File: src/inc/pixel_port_consts.svh
// constants for the parallel pixel output port
`ifndef PIXEL_PORT_CONSTS_SVH
`define PIXEL_PORT_CONSTS_SVH

`define PIX_W             10
`define FIFO_DEPTH        32
`define APB_AW            12
`define CNT_W             16

`define ADDR_CTRL         12'h000
`define ADDR_HACT         12'h004
`define ADDR_HBLK         12'h008
`define ADDR_NROWS        12'h00C
`define ADDR_VBLK         12'h010
`define ADDR_EXPO         12'h014
`define ADDR_STATUS       12'h018
`define IDX_PCLK_CTL      12'h072
`define ADDR_PCLK_CTL     (`IDX_PCLK_CTL << 2)

`define CTRL_RUN_BIT      0
`define CTRL_MODE_LO      1
`define CTRL_MODE_HI      2
`define PCLK_INV_BIT      4
`define ST_STATE_HI       6
`define ST_UNDERRUN_BIT   8
`define ST_IMG_SYNC_BIT   9
`define ST_ROW_SYNC_BIT   10
`define ST_STANDBY_BIT    11

`define HACT_RST          16'h02F0
`define HBLK_RST          16'h005E
`define NROWS_RST         16'h01E0
`define VBLK_RST          16'h002D
`define EXPO_RST          16'h0010
`define FRAME_END_BLANK   16'h0017

`define CLK_KHZ           125000
`define SCLK_TARGET_KHZ   26600
`endif

File: src/inc/pixel_port_pkg.sv
// types shared by the parallel pixel output port
package pixel_port_pkg;
   typedef enum logic [6:0] {
      S_IDLE   = 7'h01,
      S_EXPOSE = 7'h02,
      S_FSTART = 7'h04,
      S_ACTIVE = 7'h08,
      S_HBLANK = 7'h10,
      S_FEND   = 7'h20,
      S_VBLANK = 7'h40
   } seq_state_e;

   typedef enum logic [1:0] {
      MODE_MASTER   = 2'h0,
      MODE_SNAPSHOT = 2'h1,
      MODE_SLAVE    = 2'h2,
      MODE_RSVD     = 2'h3
   } run_mode_e;

   typedef struct packed {
      logic        frame;
      logic        row;
      logic [9:0]  data;
   } video_s;

   typedef struct packed {
      logic        run;
      run_mode_e   mode;
      logic [15:0] hact;
      logic [15:0] hblk;
      logic [15:0] nrows;
      logic [15:0] vblk;
      logic [15:0] expo;
      logic        inv;
   } cfg_s;
endpackage

File: src/hdl/pixel_port.sv
// pixel fifo and parallel pixel output port with apb registers
//
// Notes on behaviour
// (RQ1) output enable low floats pixel bus, row, frame flags, sample clock.
// (RQ2) snapshot and slave modes start exposure on exposure trigger rising edge.
// (RQ3) reset returns every control register to its default value.
// (RQ4) receiver captures pixel bus on rising sample clock edge.
// (RQ5) row and frame flags high only while bus carries valid samples; frame flag here is also high in S_FSTART, S_HBLANK and S_FEND.
// (RQ6) master drives row start sync; slave takes it as input.
// (RQ7) master drives image start sync; slave samples it as input.
// (RQ8) serial control address comes from two address select pins.
// (RQ9) standby input halts sensor operation.
// (RQ10) master input clock lies between 13 and 27 MHz; CLOCK is 125 MHz, divided by 6 to a 20.8 MHz sample clock.
// (RQ11) one pixel per sample clock period while row flag high.
// (RQ12) sample clock keeps toggling, also during blanking.
// (RQ13) bit 4 of the clock control register inverts sample clock.
// (RQ14) frame flag brackets all row pulses of its frame.
//
// The APB slave port and the address map were chosen for this implementation.
`timescale 1ns/1ns
`include "pixel_port_consts.svh"

module pixel_fifo #(
   parameter int W     = `PIX_W,
   parameter int DEPTH = `FIFO_DEPTH
) (
   input  wire logic         clk,       // core clock
   input  wire logic         rst_n,     // synchronous reset, active low
   input  wire logic         ce,        // clock enable
   input  wire logic         in_valid,  // write side valid
   input  wire logic [W-1:0] in_data,   // write side data
   output logic              in_ready,  // not full
   output logic              out_valid, // not empty
   output logic [W-1:0]      out_data,  // head word
   input  wire logic         out_ready  // read side takes head
);
   localparam int AW = (DEPTH > 1) ? $clog2(DEPTH) : 1;
   logic [W-1:0]  mem [DEPTH];
   logic [AW-1:0] wptr, rptr, next_wptr, next_rptr;
   logic [AW:0]   count, next_count;
   logic          full, empty, next_full, next_empty, push, pop;

   function automatic logic [AW-1:0] wrap_inc(input logic [AW-1:0] p);
      return (p == AW'(DEPTH - 1)) ? '0 : p + 1'b1;
   endfunction

   always_comb begin
      push       = in_valid & ~full;
      pop        = out_ready & ~empty;
      next_wptr  = push ? wrap_inc(wptr) : wptr;
      next_rptr  = pop ? wrap_inc(rptr) : rptr;
      next_count = count + {{AW{1'b0}}, push} - {{AW{1'b0}}, pop};
      next_full  = (next_count == (AW + 1)'(DEPTH));
      next_empty = (next_count == '0);
   end

   always_ff @(posedge clk) begin
      if (!rst_n) begin
         wptr  <= '0;
         rptr  <= '0;
         count <= '0;
         in_ready <= 1'b1;
         empty <= 1'b1;
      end else if (ce) begin
         wptr  <= next_wptr;
         rptr  <= next_rptr;
         count <= next_count;
         in_ready <= ~next_full;
         empty <= next_empty;
         if (push) begin
            mem[wptr] <= in_data;
         end
      end
   end

   // ready is registered so the top level output comes from a flop
   assign full      = ~in_ready;
   assign out_valid = ~empty;
   assign out_data  = mem[rptr];
endmodule

module pixel_port #(
   parameter int        FIFO_DEPTH = `FIFO_DEPTH,
   parameter logic [6:0] ADDR_BASE = 7'h50  // arbitrary neutral value
) (
   input  wire logic         CLOCK,             // 125 MHz core clock
   input  wire logic         RST_N,             // synchronous reset
   input  wire logic         CE,                // clock enable
   input  wire logic         PSEL,              // apb select
   input  wire logic         PENABLE,           // apb enable
   input  wire logic         PWRITE,            // apb direction
   input  wire logic [11:0]  PADDR,             // apb byte address
   input  wire logic [31:0]  PWDATA,            // apb write data
   output logic [31:0]       PRDATA,            // apb read data
   output logic              PREADY,            // apb ready
   output logic              PSLVERR,           // apb error
   input  wire logic         PIX_VALID,         // pixel source valid
   input  wire logic [9:0]   PIX_DATA,          // pixel source data
   output logic              PIX_READY,         // pixel fifo not full
   input  wire logic         OUTPUT_ENABLE_IN,  // video drive enable pin
   input  wire logic         STANDBY_IN,        // standby pin
   input  wire logic         EXPOSURE_IN,       // exposure trigger pin
   input  wire logic         ROW_START_SYNC_IN, // row sync pin level
   input  wire logic         IMAGE_START_SYNC_IN, // image sync pin level
   input  wire logic         CTRL_ADDR_SELECT_LO, // address select pin
   input  wire logic         CTRL_ADDR_SELECT_HI, // address select pin
   output logic [9:0]        DATA_OUT,          // pixel bus
   output logic              ROW_ACTIVE_OUT,    // row-active flag
   output logic              FRAME_ACTIVE_OUT,  // frame-active flag
   output logic              SAMPLE_CLOCK_OUT,  // forwarded sample clock
   output logic              VIDEO_OE,          // drive enable, video pins
   output logic              ROW_START_SYNC_OUT, // row sync drive
   output logic              ROW_START_SYNC_OE,  // row sync enable
   output logic              IMAGE_START_SYNC_OUT, // image sync drive
   output logic              IMAGE_START_SYNC_OE,  // image sync enable
   output logic              STROBE_LIGHT_OUT,  // high during exposure
   output logic [6:0]        SERIAL_ADDR        // serial control address
);
   localparam int HALF = (`CLK_KHZ + 2 * `SCLK_TARGET_KHZ - 1)
                         / (2 * `SCLK_TARGET_KHZ);
   localparam logic [7:0] HALF_M1 = 8'(HALF - 1);

   // ---- pin synchronisers
   logic [6:0] s1, s2, s3, next_s1;
   logic       oe_s, stby_s, exp_rise, row_rise, row_lvl, img_lvl;
   always_comb begin
      next_s1 = {CTRL_ADDR_SELECT_HI, CTRL_ADDR_SELECT_LO,
                 IMAGE_START_SYNC_IN, ROW_START_SYNC_IN, EXPOSURE_IN,
                 STANDBY_IN, OUTPUT_ENABLE_IN};
   end
   always_ff @(posedge CLOCK) begin
      if (!RST_N) begin
         s1 <= '0;
         s2 <= '0;
         s3 <= '0;
      end else if (CE) begin
         s1 <= next_s1;
         s2 <= s1;
         s3 <= s2;
      end
   end
   assign oe_s     = s2[0];
   assign stby_s   = s2[1];
   assign exp_rise = s2[2] & ~s3[2];
   assign row_rise = s2[3] & ~s3[3];
   assign row_lvl  = s2[3];
   assign img_lvl  = s2[4];

   // ---- apb slave and configuration
   pixel_port_pkg::cfg_s       cfg, next_cfg;
   pixel_port_pkg::seq_state_e st, next_st;
   logic [31:0] next_prdata;
   logic        next_pready, next_pslverr, apb_wr, setup, mapped;
   logic        underrun, next_underrun, status_clr;
   assign setup  = PSEL & ~PENABLE & ~PREADY;
   assign apb_wr = PSEL & PENABLE & PREADY & PWRITE;
   assign status_clr = apb_wr && (PADDR == `ADDR_STATUS)
                       && PWDATA[`ST_UNDERRUN_BIT];

   function automatic logic is_mapped(input logic [11:0] a);
      return (a == `ADDR_CTRL) || (a == `ADDR_HACT) || (a == `ADDR_HBLK)
          || (a == `ADDR_NROWS) || (a == `ADDR_VBLK) || (a == `ADDR_EXPO)
          || (a == `ADDR_STATUS) || (a == `ADDR_PCLK_CTL);
   endfunction

   always_comb begin
      next_cfg     = cfg;
      mapped       = is_mapped(PADDR);
      next_pready  = setup;
      next_pslverr = setup & ~mapped;
      next_prdata  = PRDATA;
      if (setup) begin
         next_prdata = 32'h0000_0000;
         case (PADDR)
            `ADDR_CTRL:  next_prdata[2:0] = {cfg.mode, cfg.run};
            `ADDR_HACT:  next_prdata[15:0] = cfg.hact;
            `ADDR_HBLK:  next_prdata[15:0] = cfg.hblk;
            `ADDR_NROWS: next_prdata[15:0] = cfg.nrows;
            `ADDR_VBLK:  next_prdata[15:0] = cfg.vblk;
            `ADDR_EXPO:  next_prdata[15:0] = cfg.expo;
            `ADDR_STATUS: begin
               next_prdata[`ST_STATE_HI:0]   = st;
               next_prdata[`ST_UNDERRUN_BIT] = underrun;
               next_prdata[`ST_IMG_SYNC_BIT] = img_lvl;  // see RQ7
               next_prdata[`ST_ROW_SYNC_BIT] = row_lvl;  // see RQ6
               next_prdata[`ST_STANDBY_BIT]  = stby_s;
            end
            `ADDR_PCLK_CTL: next_prdata[`PCLK_INV_BIT] = cfg.inv;
            default: next_prdata = 32'h0000_0000;
         endcase
      end
      if (apb_wr) begin
         case (PADDR)
            `ADDR_CTRL: begin
               next_cfg.run  = PWDATA[`CTRL_RUN_BIT];
               next_cfg.mode = pixel_port_pkg::run_mode_e'(
                                  PWDATA[`CTRL_MODE_HI:`CTRL_MODE_LO]);
            end
            `ADDR_HACT:     next_cfg.hact  = PWDATA[15:0];
            `ADDR_HBLK:     next_cfg.hblk  = PWDATA[15:0];
            `ADDR_NROWS:    next_cfg.nrows = PWDATA[15:0];
            `ADDR_VBLK:     next_cfg.vblk  = PWDATA[15:0];
            `ADDR_EXPO:     next_cfg.expo  = PWDATA[15:0];
            `ADDR_PCLK_CTL: next_cfg.inv   = PWDATA[`PCLK_INV_BIT]; // see RQ13
            default: next_cfg = cfg;
         endcase
      end
   end
   always_ff @(posedge CLOCK) begin
      if (!RST_N) begin
         // see RQ3
         cfg.run   <= 1'b0;
         cfg.mode  <= pixel_port_pkg::MODE_MASTER;
         cfg.hact  <= `HACT_RST;
         cfg.hblk  <= `HBLK_RST;
         cfg.nrows <= `NROWS_RST;
         cfg.vblk  <= `VBLK_RST;
         cfg.expo  <= `EXPO_RST;
         cfg.inv   <= 1'b0;
         PRDATA    <= 32'h0000_0000;
         PREADY    <= 1'b0;
         PSLVERR   <= 1'b0;
      end else if (CE) begin
         cfg     <= next_cfg;
         PRDATA  <= next_prdata;
         PREADY  <= next_pready;
         PSLVERR <= next_pslverr;
      end
   end

   // ---- sample clock divider, free running (see RQ12)
   logic [7:0] dcnt, next_dcnt;
   logic       sclk, next_sclk, next_pin, pix_tick;
   always_comb begin
      next_dcnt = (dcnt == HALF_M1) ? 8'h00 : dcnt + 8'h01;
      next_sclk = (dcnt == HALF_M1) ? ~sclk : sclk;
      next_pin  = next_sclk ^ next_cfg.inv;  // see RQ13
      // data moves as the pin falls, so it is steady at the pin rise
      pix_tick  = (dcnt == HALF_M1) && (sclk ^ cfg.inv);  // see RQ4
   end
   always_ff @(posedge CLOCK) begin
      if (!RST_N) begin
         dcnt             <= 8'h00;
         sclk             <= 1'b0;
         SAMPLE_CLOCK_OUT <= 1'b0;
      end else if (CE) begin
         dcnt             <= next_dcnt;
         sclk             <= next_sclk;
         SAMPLE_CLOCK_OUT <= next_pin;
      end
   end

   // ---- frame sequencer
   pixel_port_pkg::video_s vid, next_vid;
   logic [15:0] cnt, row, next_cnt, next_row, p1, rowlen;
   logic        expo_pend, row_pend, next_expo_pend, next_row_pend;
   logic        clr_expo, clr_row, pop, fifo_valid, row_go, slave;
   logic        next_strobe, next_row_o, next_img_o;
   logic [9:0]  fifo_data;

   pixel_fifo #(.W(`PIX_W), .DEPTH(FIFO_DEPTH)) u_fifo (
      .clk       (CLOCK),
      .rst_n     (RST_N),
      .ce        (CE),
      .in_valid  (PIX_VALID),
      .in_data   (PIX_DATA),
      .in_ready  (PIX_READY),
      .out_valid (fifo_valid),
      .out_data  (fifo_data),
      .out_ready (pop)
   );

   function automatic logic at_end(input logic [15:0] c,
                                   input logic [15:0] n);
      return (n == 16'h0000) || (c == n - 16'h0001);
   endfunction

   always_comb begin
      slave    = (cfg.mode == pixel_port_pkg::MODE_SLAVE);
      p1       = (cfg.hblk > `FRAME_END_BLANK)
                 ? cfg.hblk - `FRAME_END_BLANK : 16'h0001;
      rowlen   = cfg.hact + cfg.hblk;
      row_go   = fifo_valid && (!slave || row_pend);  // see RQ6
      next_st  = st;
      next_cnt = cnt;
      next_row = row;
      next_vid = vid;
      next_strobe = STROBE_LIGHT_OUT;
      next_row_o  = ROW_START_SYNC_OUT;
      next_img_o  = IMAGE_START_SYNC_OUT;
      clr_expo = 1'b0;
      clr_row  = 1'b0;
      pop      = 1'b0;
      next_underrun = underrun & ~status_clr;
      if (pix_tick) begin
         next_cnt   = cnt + 16'h0001;
         next_row_o = 1'b0;
         next_img_o = 1'b0;
         unique case (st)
            pixel_port_pkg::S_IDLE: begin
               next_cnt = 16'h0000;
               if (cfg.run && (cfg.mode == pixel_port_pkg::MODE_MASTER
                               || cfg.mode == pixel_port_pkg::MODE_RSVD)) begin
                  next_st    = pixel_port_pkg::S_FSTART;
                  next_img_o = 1'b1;  // see RQ7
               end else if (cfg.run && expo_pend) begin
                  next_st  = pixel_port_pkg::S_EXPOSE;  // see RQ2
                  clr_expo = 1'b1;
               end
            end
            pixel_port_pkg::S_EXPOSE: begin
               if (at_end(cnt, cfg.expo)) begin
                  next_st    = pixel_port_pkg::S_FSTART;
                  next_cnt   = 16'h0000;
                  next_img_o = !slave;  // see RQ7
               end
            end
            pixel_port_pkg::S_FSTART, pixel_port_pkg::S_HBLANK: begin
               if (at_end(cnt, (st == pixel_port_pkg::S_FSTART) ? p1
                                                        : cfg.hblk)) begin
                  next_cnt = cnt;
                  if (row_go) begin
                     next_st    = pixel_port_pkg::S_ACTIVE;
                     next_cnt   = 16'h0000;
                     next_row_o = !slave;  // see RQ6
                     clr_row    = 1'b1;
                  end
               end
            end
            pixel_port_pkg::S_ACTIVE: begin
               if (at_end(cnt, cfg.hact)) begin
                  next_cnt = 16'h0000;
                  next_row = row + 16'h0001;
                  next_st  = at_end(row, cfg.nrows) ? pixel_port_pkg::S_FEND
                                                    : pixel_port_pkg::S_HBLANK;
               end
            end
            pixel_port_pkg::S_FEND: begin
               if (at_end(cnt, `FRAME_END_BLANK)) begin
                  next_st  = pixel_port_pkg::S_VBLANK;
                  next_cnt = 16'h0000;
                  next_row = 16'h0000;
               end
            end
            pixel_port_pkg::S_VBLANK: begin
               if (at_end(cnt, rowlen)) begin
                  next_cnt = 16'h0000;
                  next_row = row + 16'h0001;
                  if (at_end(row, cfg.vblk)) begin
                     next_st  = pixel_port_pkg::S_IDLE;
                     next_row = 16'h0000;
                  end
               end
            end
         endcase
         if (next_st == pixel_port_pkg::S_IDLE) begin
            next_row = 16'h0000;
         end
         // flags follow the state entered, one sample per period
         next_vid.frame = (next_st == pixel_port_pkg::S_FSTART)
                       || (next_st == pixel_port_pkg::S_ACTIVE)
                       || (next_st == pixel_port_pkg::S_HBLANK)
                       || (next_st == pixel_port_pkg::S_FEND);  // see RQ14
         next_vid.row  = (next_st == pixel_port_pkg::S_ACTIVE);  // see RQ5
         next_vid.data = 10'h000;
         if (next_st == pixel_port_pkg::S_ACTIVE) begin
            pop           = fifo_valid;  // see RQ11
            next_vid.data = fifo_valid ? fifo_data : 10'h000;
            next_underrun = next_underrun | ~fifo_valid;
         end
         next_strobe = (next_st == pixel_port_pkg::S_EXPOSE);
      end
      if (stby_s || !cfg.run) begin
         // see RQ9
         next_st     = pixel_port_pkg::S_IDLE;
         next_cnt    = 16'h0000;
         next_row    = 16'h0000;
         next_vid    = '0;
         next_strobe = 1'b0;
         pop         = 1'b0;
      end
      // a trigger edge in the clearing cycle stays pending
      next_expo_pend = (expo_pend & ~clr_expo) | (exp_rise & ~slave)
                     | (exp_rise & slave);
      next_row_pend  = (row_pend & ~clr_row) | (row_rise & slave);
   end
   always_ff @(posedge CLOCK) begin
      if (!RST_N) begin
         st                   <= pixel_port_pkg::S_IDLE;
         cnt                  <= 16'h0000;
         row                  <= 16'h0000;
         vid                  <= '0;
         expo_pend            <= 1'b0;
         row_pend             <= 1'b0;
         underrun             <= 1'b0;
         STROBE_LIGHT_OUT     <= 1'b0;
         ROW_START_SYNC_OUT   <= 1'b0;
         IMAGE_START_SYNC_OUT <= 1'b0;
      end else if (CE) begin
         st                   <= next_st;
         cnt                  <= next_cnt;
         row                  <= next_row;
         vid                  <= next_vid;
         expo_pend            <= next_expo_pend;
         row_pend             <= next_row_pend;
         underrun             <= next_underrun;
         STROBE_LIGHT_OUT     <= next_strobe;
         ROW_START_SYNC_OUT   <= next_row_o;
         IMAGE_START_SYNC_OUT <= next_img_o;
      end
   end
   assign DATA_OUT         = vid.data;
   assign ROW_ACTIVE_OUT   = vid.row;
   assign FRAME_ACTIVE_OUT = vid.frame;

   // ---- pin direction and address
   logic       next_sync_oe;
   logic [6:0] next_addr;
   always_comb begin
      next_sync_oe = (next_cfg.mode != pixel_port_pkg::MODE_SLAVE);
      next_addr    = {ADDR_BASE[6:2], s2[6], s2[5]};  // see RQ8
   end
   always_ff @(posedge CLOCK) begin
      if (!RST_N) begin
         VIDEO_OE            <= 1'b0;
         ROW_START_SYNC_OE   <= 1'b0;
         IMAGE_START_SYNC_OE <= 1'b0;
         SERIAL_ADDR         <= 7'h00;
      end else if (CE) begin
         VIDEO_OE            <= oe_s;  // see RQ1
         ROW_START_SYNC_OE   <= next_sync_oe;  // see RQ6
         IMAGE_START_SYNC_OE <= next_sync_oe;  // see RQ7
         SERIAL_ADDR         <= next_addr;
      end
   end

   // ---- assertions
   AST_OE_FLOATS: assert property (@(posedge CLOCK) disable iff (!RST_N)
      (CE && !oe_s) |=> !VIDEO_OE) else $error("video pins driven"); // see RQ1
   AST_EXPO_TRIGGER: assert property (@(posedge CLOCK) disable iff (!RST_N)
      (CE && st == pixel_port_pkg::S_IDLE && expo_pend && cfg.run && !stby_s
       && cfg.mode == pixel_port_pkg::MODE_SNAPSHOT)[*8]
      |-> st != pixel_port_pkg::S_IDLE)
      else $error("trigger did not start exposure"); // see RQ2
   AST_RESET_DEFAULTS: assert property (@(posedge CLOCK)
      !RST_N |=> (cfg.hact == `HACT_RST && !cfg.run && !cfg.inv
                  && st == pixel_port_pkg::S_IDLE))
      else $error("reset left a register off default"); // see RQ3
   AST_DATA_STEADY: assert property (@(posedge CLOCK) disable iff (!RST_N)
      (CE && !pix_tick && !stby_s && cfg.run) |=> $stable(vid))
      else $error("pixel bus moved off the tick"); // see RQ4
   AST_ROW_IN_FRAME: assert property (@(posedge CLOCK) disable iff (!RST_N)
      ROW_ACTIVE_OUT |-> FRAME_ACTIVE_OUT && st == pixel_port_pkg::S_ACTIVE)
      else $error("row flag outside a frame row"); // see RQ14
   AST_SLAVE_ROW_IN: assert property (@(posedge CLOCK) disable iff (!RST_N)
      (CE && cfg.mode == pixel_port_pkg::MODE_SLAVE && !apb_wr)
      |=> !ROW_START_SYNC_OE && !IMAGE_START_SYNC_OE)
      else $error("slave drives a sync pin"); // see RQ6
   AST_ADDR_PINS: assert property (@(posedge CLOCK) disable iff (!RST_N)
      CE |=> SERIAL_ADDR[1:0] == $past(s2[6:5]))
      else $error("address select not followed"); // see RQ8
   AST_STANDBY: assert property (@(posedge CLOCK) disable iff (!RST_N)
      (CE && stby_s) |=> st == pixel_port_pkg::S_IDLE && !vid.frame)
      else $error("standby did not halt"); // see RQ9
   AST_CLOCK_RUNS: assert property (@(posedge CLOCK) disable iff (!RST_N)
      (CE && RST_N && !apb_wr)[*4]
      |-> SAMPLE_CLOCK_OUT != $past(SAMPLE_CLOCK_OUT, 3))
      else $error("sample clock stopped"); // see RQ12
   AST_ONE_PIXEL: assert property (@(posedge CLOCK) disable iff (!RST_N)
      (CE && pix_tick && next_st == pixel_port_pkg::S_ACTIVE && fifo_valid
       && !stby_s && cfg.run)
      |=> ROW_ACTIVE_OUT && DATA_OUT == $past(fifo_data))
      else $error("row period without a sample"); // see RQ11
endmodule

File: config.mk
export PLATFORM = sky130hd
export DESIGN_NAME = pixel_port
export DESIGN_NICKNAME = d
export VERILOG_FILES = /design/src/inc/pixel_port_pkg.sv /design/src/hdl/pixel_port.sv
export VERILOG_INCLUDE_DIRS = /design/src /design/src/inc
export SDC_FILE = /design/constraint.sdc
export NUM_CORES = 1
export LEC_CHECK = 0
export ABC_AREA = 1
export BUFFER_PORTS_ARGS = -buffer_cell sky130_fd_sc_hd__buf_2
export CAP_MARGIN = 30
export CORE_MARGIN = 2
export CORE_UTILIZATION = 50
export CTS_CLUSTER_DIAMETER = 40
export DETAILED_ROUTE_END_ITERATION = 8
export PLACE_DENSITY = 0.7
export SLEW_MARGIN = 20
export SYNTH_ARGS = -nofsm -noshare
export SYNTH_HDL_FRONTEND = slang
export SYNTH_SLANG_ARGS = --single-unit
export TNS_END_PERCENT = 30
File: constraint.sdc
create_clock -name CLOCK -period 4.3 [get_ports CLOCK]
set_input_delay 0 -clock CLOCK [delete_from_list [all_inputs] [get_ports CLOCK]]
set_output_delay 0 -clock CLOCK [all_outputs]
set_load 0.03 [all_outputs]
==> out/metrics.csv, run 1 <==
metric;value;unit
status;complete, no violations;
port_buffers;93;
synth.top_cell.area_share;0.344;
grt_first_pass_wirelength;131000;µm
tightest_slew;0.997;ns
cts_tree;built;
fp.dieH;240;µm
r2r_setup_slack;0.16;ns
rsz0062_at_grt;yes;
r2r-end;u_fifo.in_ready;
path_class;flip-flop to flip-flop;
viasPerCell;5.67;
clk_pin_slew_worst_paths;0.06;ns
cap_violations;0;
cp_data_arrival_time;4.65;ns
synth_top_area_cell;edfxtp_1;
path_max_fanout;9;
slew-limit-headroom;0.335;
hold_class;input port to flip-flop;
drc_errors;0;
ios;129;
holdPathEnd;u_fifo.wptr[4];
cp_top_family;simple AND/OR/NAND/NOR gates;
switchingPower;0.00293;W
p_int;0.00977;W
r2r_start;cfg[62];
fillers;4598;
final_area;34000;µm²
clockBufferDepth;3;
hold_violations;0;
grt_pass1_vias;23747;
dpl_cell_area;30000;µm²
p_per_area;373;nW/µm²
finalSetupTns;0;ns
reg2regPathDepth;25;
ir_drop;0.429;mV
slowest_stage;fa_2;
start_util;0.506;
cp_num_buf_inv;4;
drt-total-wl;85000;µm
comb_power_share;0.045;
cp.required;4.81;ns
die-area;57800;µm²
area_growth_syn_to_layout;21.8;%
vias;25233;
rows;86;
path_depth;25;
n_antenna_cell;0;
critPathMaxStageDelay;0.47;ns
yosys_warnings;0;
synthesis.area;27900;µm²
seq_area_frac_synth;0.497;
die_w;240;µm
ant_nets;0;
synth_cell_type_count;61;
end_kind;flip-flop;
first_pass_iters;6;
period_share;0.963;
skew;0.0468;ns
synth.area.top_cells;edfxtp_1, dfxtp_1, nand2_1;
drive_gt1_frac;0.155;
final_cell_mix;nand2_1, nor2_1, edfxtp_1;
fin_hold_ws;0.0271;ns
grt_usage;0.292;
worstHoldStart;PIX_VALID;
p_clk_frac;0.522;
avgRoutedWirePerCell;19.1;µm
layout_commonest_cell;nand2_1;
worst_skew_pair.late_latency;0.65;ns
synthCells;3362;
drv_slew;0;
synth-seq-cells;533;
grt_overflow;0;
min_period;4.14;ns
place_hpwl;57400;µm
ctsRootBufferMaster;clkbuf_16;
cp-start-kind;flip-flop;
antenna_found_initial;0;
cts_num_sinks;533;
fin_nets;3755;
p_sw_frac;0.231;
syn_area_per_cell;8.31;µm²
holdPathStages;5;
cts_buffers;77;
cts_htree_levels;3;
core;55200;µm²
drt_iter0_drc;2354;
p_leak;13.7;nW
grt_max_degree;161;
seqPwrFrac;0.433;
setup_violations;0;
fmax;0.242;GHz
gp_congestion;0.959;
-- synth_stat cells (all sizes together) --
cell type	n
nand2	539
nor2	537
inv	331
edfxtp	320
o21ai	301
nand3	241
dfxtp	213
a21oi	144
clkbuf	128
xor2	109
nand4	86
o221ai	61
o22ai	52
nor3	48
buf	43
ha	42
xnor2	27
nor4	21
o211ai	21
a211oi	18
or2	13
nand3b	9
a31oi	8
clkinv	7
nor3b	7
a2111oi	5
o41ai	4
and3	3
o2111ai	3
a32oi	2
and2	2
fa	2
mux2	2
o21bai	2
or4	2
a211o	1
a22oi	1
and3b	1
conb	1
nand2b	1
o21a	1
o221a	1
or3b	1
xnor3	1
-- flip-flops by register name (all words and copies together) (netlist names), 3 cells and up, named ones only --
register / flops
st: 7
cnt: 16
u_fifo.count: 6
s1: 7
s2: 7
row: 16
s3: 3
PRDATA: 16
cfg: 84
DATA_OUT: 10
SERIAL_ADDR: 3
u_fifo.mem: 320
u_fifo.rptr: 5
dcnt: 8
u_fifo.wptr: 5
-- cell type report --
cell class                 count  area, µm²  area share
clock inverter                46        659      0.0194
timing repair buffer         354       2670      0.0785
sequential                   533      13900       0.408
tap                          748        936      0.0275
inverter                     338       1280      0.0376
clock buffer                  95       2110      0.0619
multi-input combinational   2339      12500       0.367
-- repair_timing --
item | CTS | global route
setup endpoints to repair | 3 | 38
pin swaps | 16 | 41
hold buffers | 57 | 0
gates cloned | 0 | 2
buffers inserted | 7 | 7
gates resized for setup | 18 | 86
endpoints found under the hold margin | 456 | 0
-- power by group through the flow --
stage                     Combinational [W]  Clock (W)  Sequential, W
after floorplan                    0.000290          0        0.00561
after global placement             0.000471          0        0.00560
after detailed placement           0.000477          0        0.00560
after CTS                          0.000523    0.00667        0.00550
after global routing               0.000618    0.00690        0.00550
final                              0.000568    0.00662        0.00550
-- per-layer routing --
metal  wire length, µm  track usage  vias to the layer above
met5                 0            0                        -
met4              4550        0.146                        0
met3              6250       0.0447                      280
met2             39700        0.482                     1106
met1             34400        0.375                    11792
li1                  -            -                    12055
-- worst register-to-register path: cells and delay by family, from the launching register on --
kind                       cells  cell delay (ns)
AOI/OAI and AO/OA              3             0.50
adders and majority gates      3             0.83
buffers and inverters          4             0.55
DFF                            1             0.31
and+or+nand+nor               15             1.86
-- logic make-up (layout without fill, tap and decap cells) --
family	after synthesis	after routing	share of synthesized area
AO/OA/AOI/OAI	625	625	0.129
XOR/XNOR	137	137	0.0434
adder cells (fa/ha/maj)	44	44	0.0202
buffers and inverters	509	833	0.0727
flip-flops	533	533	0.497
multiplexers	2	2	0.000806
other	1	19	0.000134
AND/OR/NAND/NOR	1511	1512	0.237
-- how the worst max path moves through the flow --
stage,from,endpoint,slack (ns)
final,cfg[62],u_fifo.in_ready,0.16
after global routing,st[3],u_fifo.in_ready,-0.06
after CTS,cfg[58],u_fifo.in_ready,0.009
after detailed placement,cfg[62],u_fifo.in_ready,-0.22
after global placement,cfg[62],u_fifo.in_ready,-0.09
after floorplan,st[5],u_fifo.in_ready,0.14
-- per-stage QoR --
step / util / cells / power (W) / setup slack [ns]
CTS: 0.606 / 4428 / 0.0127 / 0.00858
global route: 0.616 / 4453 / 0.0130 / -0.0604
finish: 0.616 / 4453 / 0.0127 / 0.161
floorplan: - / 3380 / 0.00590 / 0.145
global placement: 0.542 / 4211 / 0.00607 / -0.0924
detailed placement: 0.544 / 4223 / 0.00608 / -0.224
No activity file was read; power rests on OpenSTA's default activity.
==> inputs of run 2 (changes only) <==
Settings changed: BUFFER_PORTS_ARGS -buffer_cell sky130_fd_sc_hd__buf_2 to unset, DONT_BUFFER_PORTS set to 1, PLACE_DENSITY 0.7 to 0.68.
==> out/metrics.csv, run 2 (synthesized netlist as in run 1, its figures left out) <==
metric;value;unit;change
final_area;34800;µm²;+2.3%
period_share;0.987;;+0.0248
ir_drop;0.515;mV;+20%
hold_violations;0;;unchanged
grt_overflow;0;;unchanged
skew;0.0570;ns;+0.0101 ns
worst_skew_pair.late_latency;0.64;ns;about the same
critPathMaxStageDelay;0.47;ns;about the same
cp_top_family;simple AND/OR/NAND/NOR gates;;
first_pass_iters;7;;+1
ant_nets;0;;unchanged
finalSetupTns;0;ns;unchanged
r2r-end;u_fifo.in_ready;;
grt_pass1_vias;25125;;+5.8%
cp-start-kind;flip-flop;;
core;55200;µm²;unchanged
dpl_cell_area;29600;µm²;-1.4%
cts_num_sinks;533;;unchanged
slew-limit-headroom;0.344;;+0.00853
ctsRootBufferMaster;clkbuf_16;;
grt_first_pass_wirelength;138000;µm;+5.2%
port_buffers;0;;-100%
gp_congestion;0.960;;+0.19%
final_cell_mix;nand2_1, nor2_1, edfxtp_1;;
r2r_start;cfg[60];;
fmax;0.236;GHz;-2.5%
p_per_area;360;nW/µm²;-3.4%
drt_iter0_drc;2570;;+9.2%
clockBufferDepth;3;;unchanged
largest_register;u_fifo.mem;;
cp_data_arrival_time;4.75;ns;+0.10 ns
setup_violations;0;;unchanged
fin_nets;3778;;+0.61%
cts_tree;built;;
largest_reg_flops;320;;unchanged
top_regs;u_fifo.mem: 320 flops, cfg: 84 flops;;
avgRoutedWirePerCell;20.4;µm;+6.7%
clk_pin_slew_worst_paths;0.06;ns;about the same
finalPower;0.0125;W;-1.2%
rows;86;;unchanged
cp.required;4.81;ns;about the same
hold_class;input port to flip-flop;;
holdPathEnd;s1[1];;
fin_hold_ws;0.0361;ns;+0.00901 ns
area_growth_syn_to_layout;24.5;%;
start_util;0.506;;unchanged
drive_gt1_frac;0.144;;-0.0116
cap_violations;0;;unchanged
grt_usage;0.309;;+0.0168
vias;26060;;+3.3%
rsz0062_at_grt;yes;;
drt-total-wl;91200;µm;+7.4%
cpMostUsedCell;nand3_4;;
fp.dieH;240;µm;unchanged
path_class;flip-flop to flip-flop;;
grt_max_degree;108;;-33%
slowest_stage;fa_2;;
path_max_fanout;4;;-5
worstHoldStart;STANDBY_IN;;
status;complete, no violations;;
ios;129;;unchanged
drc_errors;0;;unchanged
viasPerCell;5.81;;+2.6%
die_w;240;µm;unchanged
r2r_setup_slack;0.05;ns;-0.11 ns
cts_htree_levels;3;;unchanged
drv_slew;0;;unchanged
end_kind;flip-flop;;
antenna_found_initial;1;;+1
die-area;57800;µm²;unchanged
tightest_slew;0.984;ns;-0.0128 ns
cp_num_buf_inv;5;;+1
p_leak;13.8;nW;+0.24%
place_hpwl;59600;µm;+3.9%
min_period;4.25;ns;+0.107 ns
reg2regPathDepth;27;;+8.0%
cts_buffers;81;;+5.2%
holdPathStages;3;;-2
## run 2: cell types whose count changed in the layout (fill, tap and decap cells not counted), moves of 9 or more
cell	delta
buf_12	+14
nand2_2	+9
buf_2	-91
dlygate4sd3_1	+89
## run 2: routing by layer
| metal | part of all wire | vias to the layer above | track usage |
|---|---|---|---|
| met2 | 0.48 | 1340 | 0.522 |
| met1 | 0.38 | 12311 | 0.378 |
| met4 | 0.055 | 0 | 0.168 |
| met5 | 0 | - | 0 |
| met3 | 0.086 | 318 | 0.0520 |
| li1 | - | 12091 | - |
## run 2: area by class of cell
class / instances / area, µm²
fill: 4512 / 20400
sequential: 533 / 13900
multi-input combinational: 2339 / 12600
timing repair buffer: 373 / 3420
clock buffer: 94 / 2190
inverter: 338 / 1280
tap: 748 / 936
clock inverter: 56 / 515
antenna: 1 / 2.50
## run 2: tightest hold or removal path, stage by stage
cell and delay [ns]:
nor2_1 0.02, nor2_1 0.08, dlygate4sd3_1 0.54
## run 2: report_power, final
group	internal [W]	switching (W)
sequential	0.00546	0.0000678
combinational	0.000243	0.000356
clock	0.00385	0.00257
total	0.00955	0.00299
## run 2: worst max path at each step
stage	start	to	slack, ns	depth (start not counted)
finish	cfg[60]	u_fifo.in_ready	0.05	27
global route	cfg[60]	u_fifo.in_ready	-0.19	33
CTS	st[2]	u_fifo.in_ready	-0.03	28
detailed placement	cfg[62]	u_fifo.in_ready	-0.20	29
global placement	cfg[62]	u_fifo.in_ready	-0.14	29
floorplan	st[5]	u_fifo.in_ready	0.14	29
## run 2: timing repair
action / CTS / global route
hold buffers: 156 / 2
pin swaps: 17 / 52
setup buffers: 12 / 12
hold endpoints to repair: 627 / 13
endpoints found under the setup margin: 19 / 50
gates cloned: 0 / 3
gates resized for setup: 26 / 99
## run 2: stage by stage
| stage | util | std cells | setup WS [ns] |
|---|---|---|---|
| after floorplan | - | 3380 | 0.145 |
| after global placement | 0.536 | 4131 | -0.143 |
| after detailed placement | 0.536 | 4134 | -0.204 |
| after CTS | 0.619 | 4452 | -0.0261 |
| after global routing | 0.630 | 4482 | -0.192 |
| final | 0.630 | 4482 | 0.0543 |
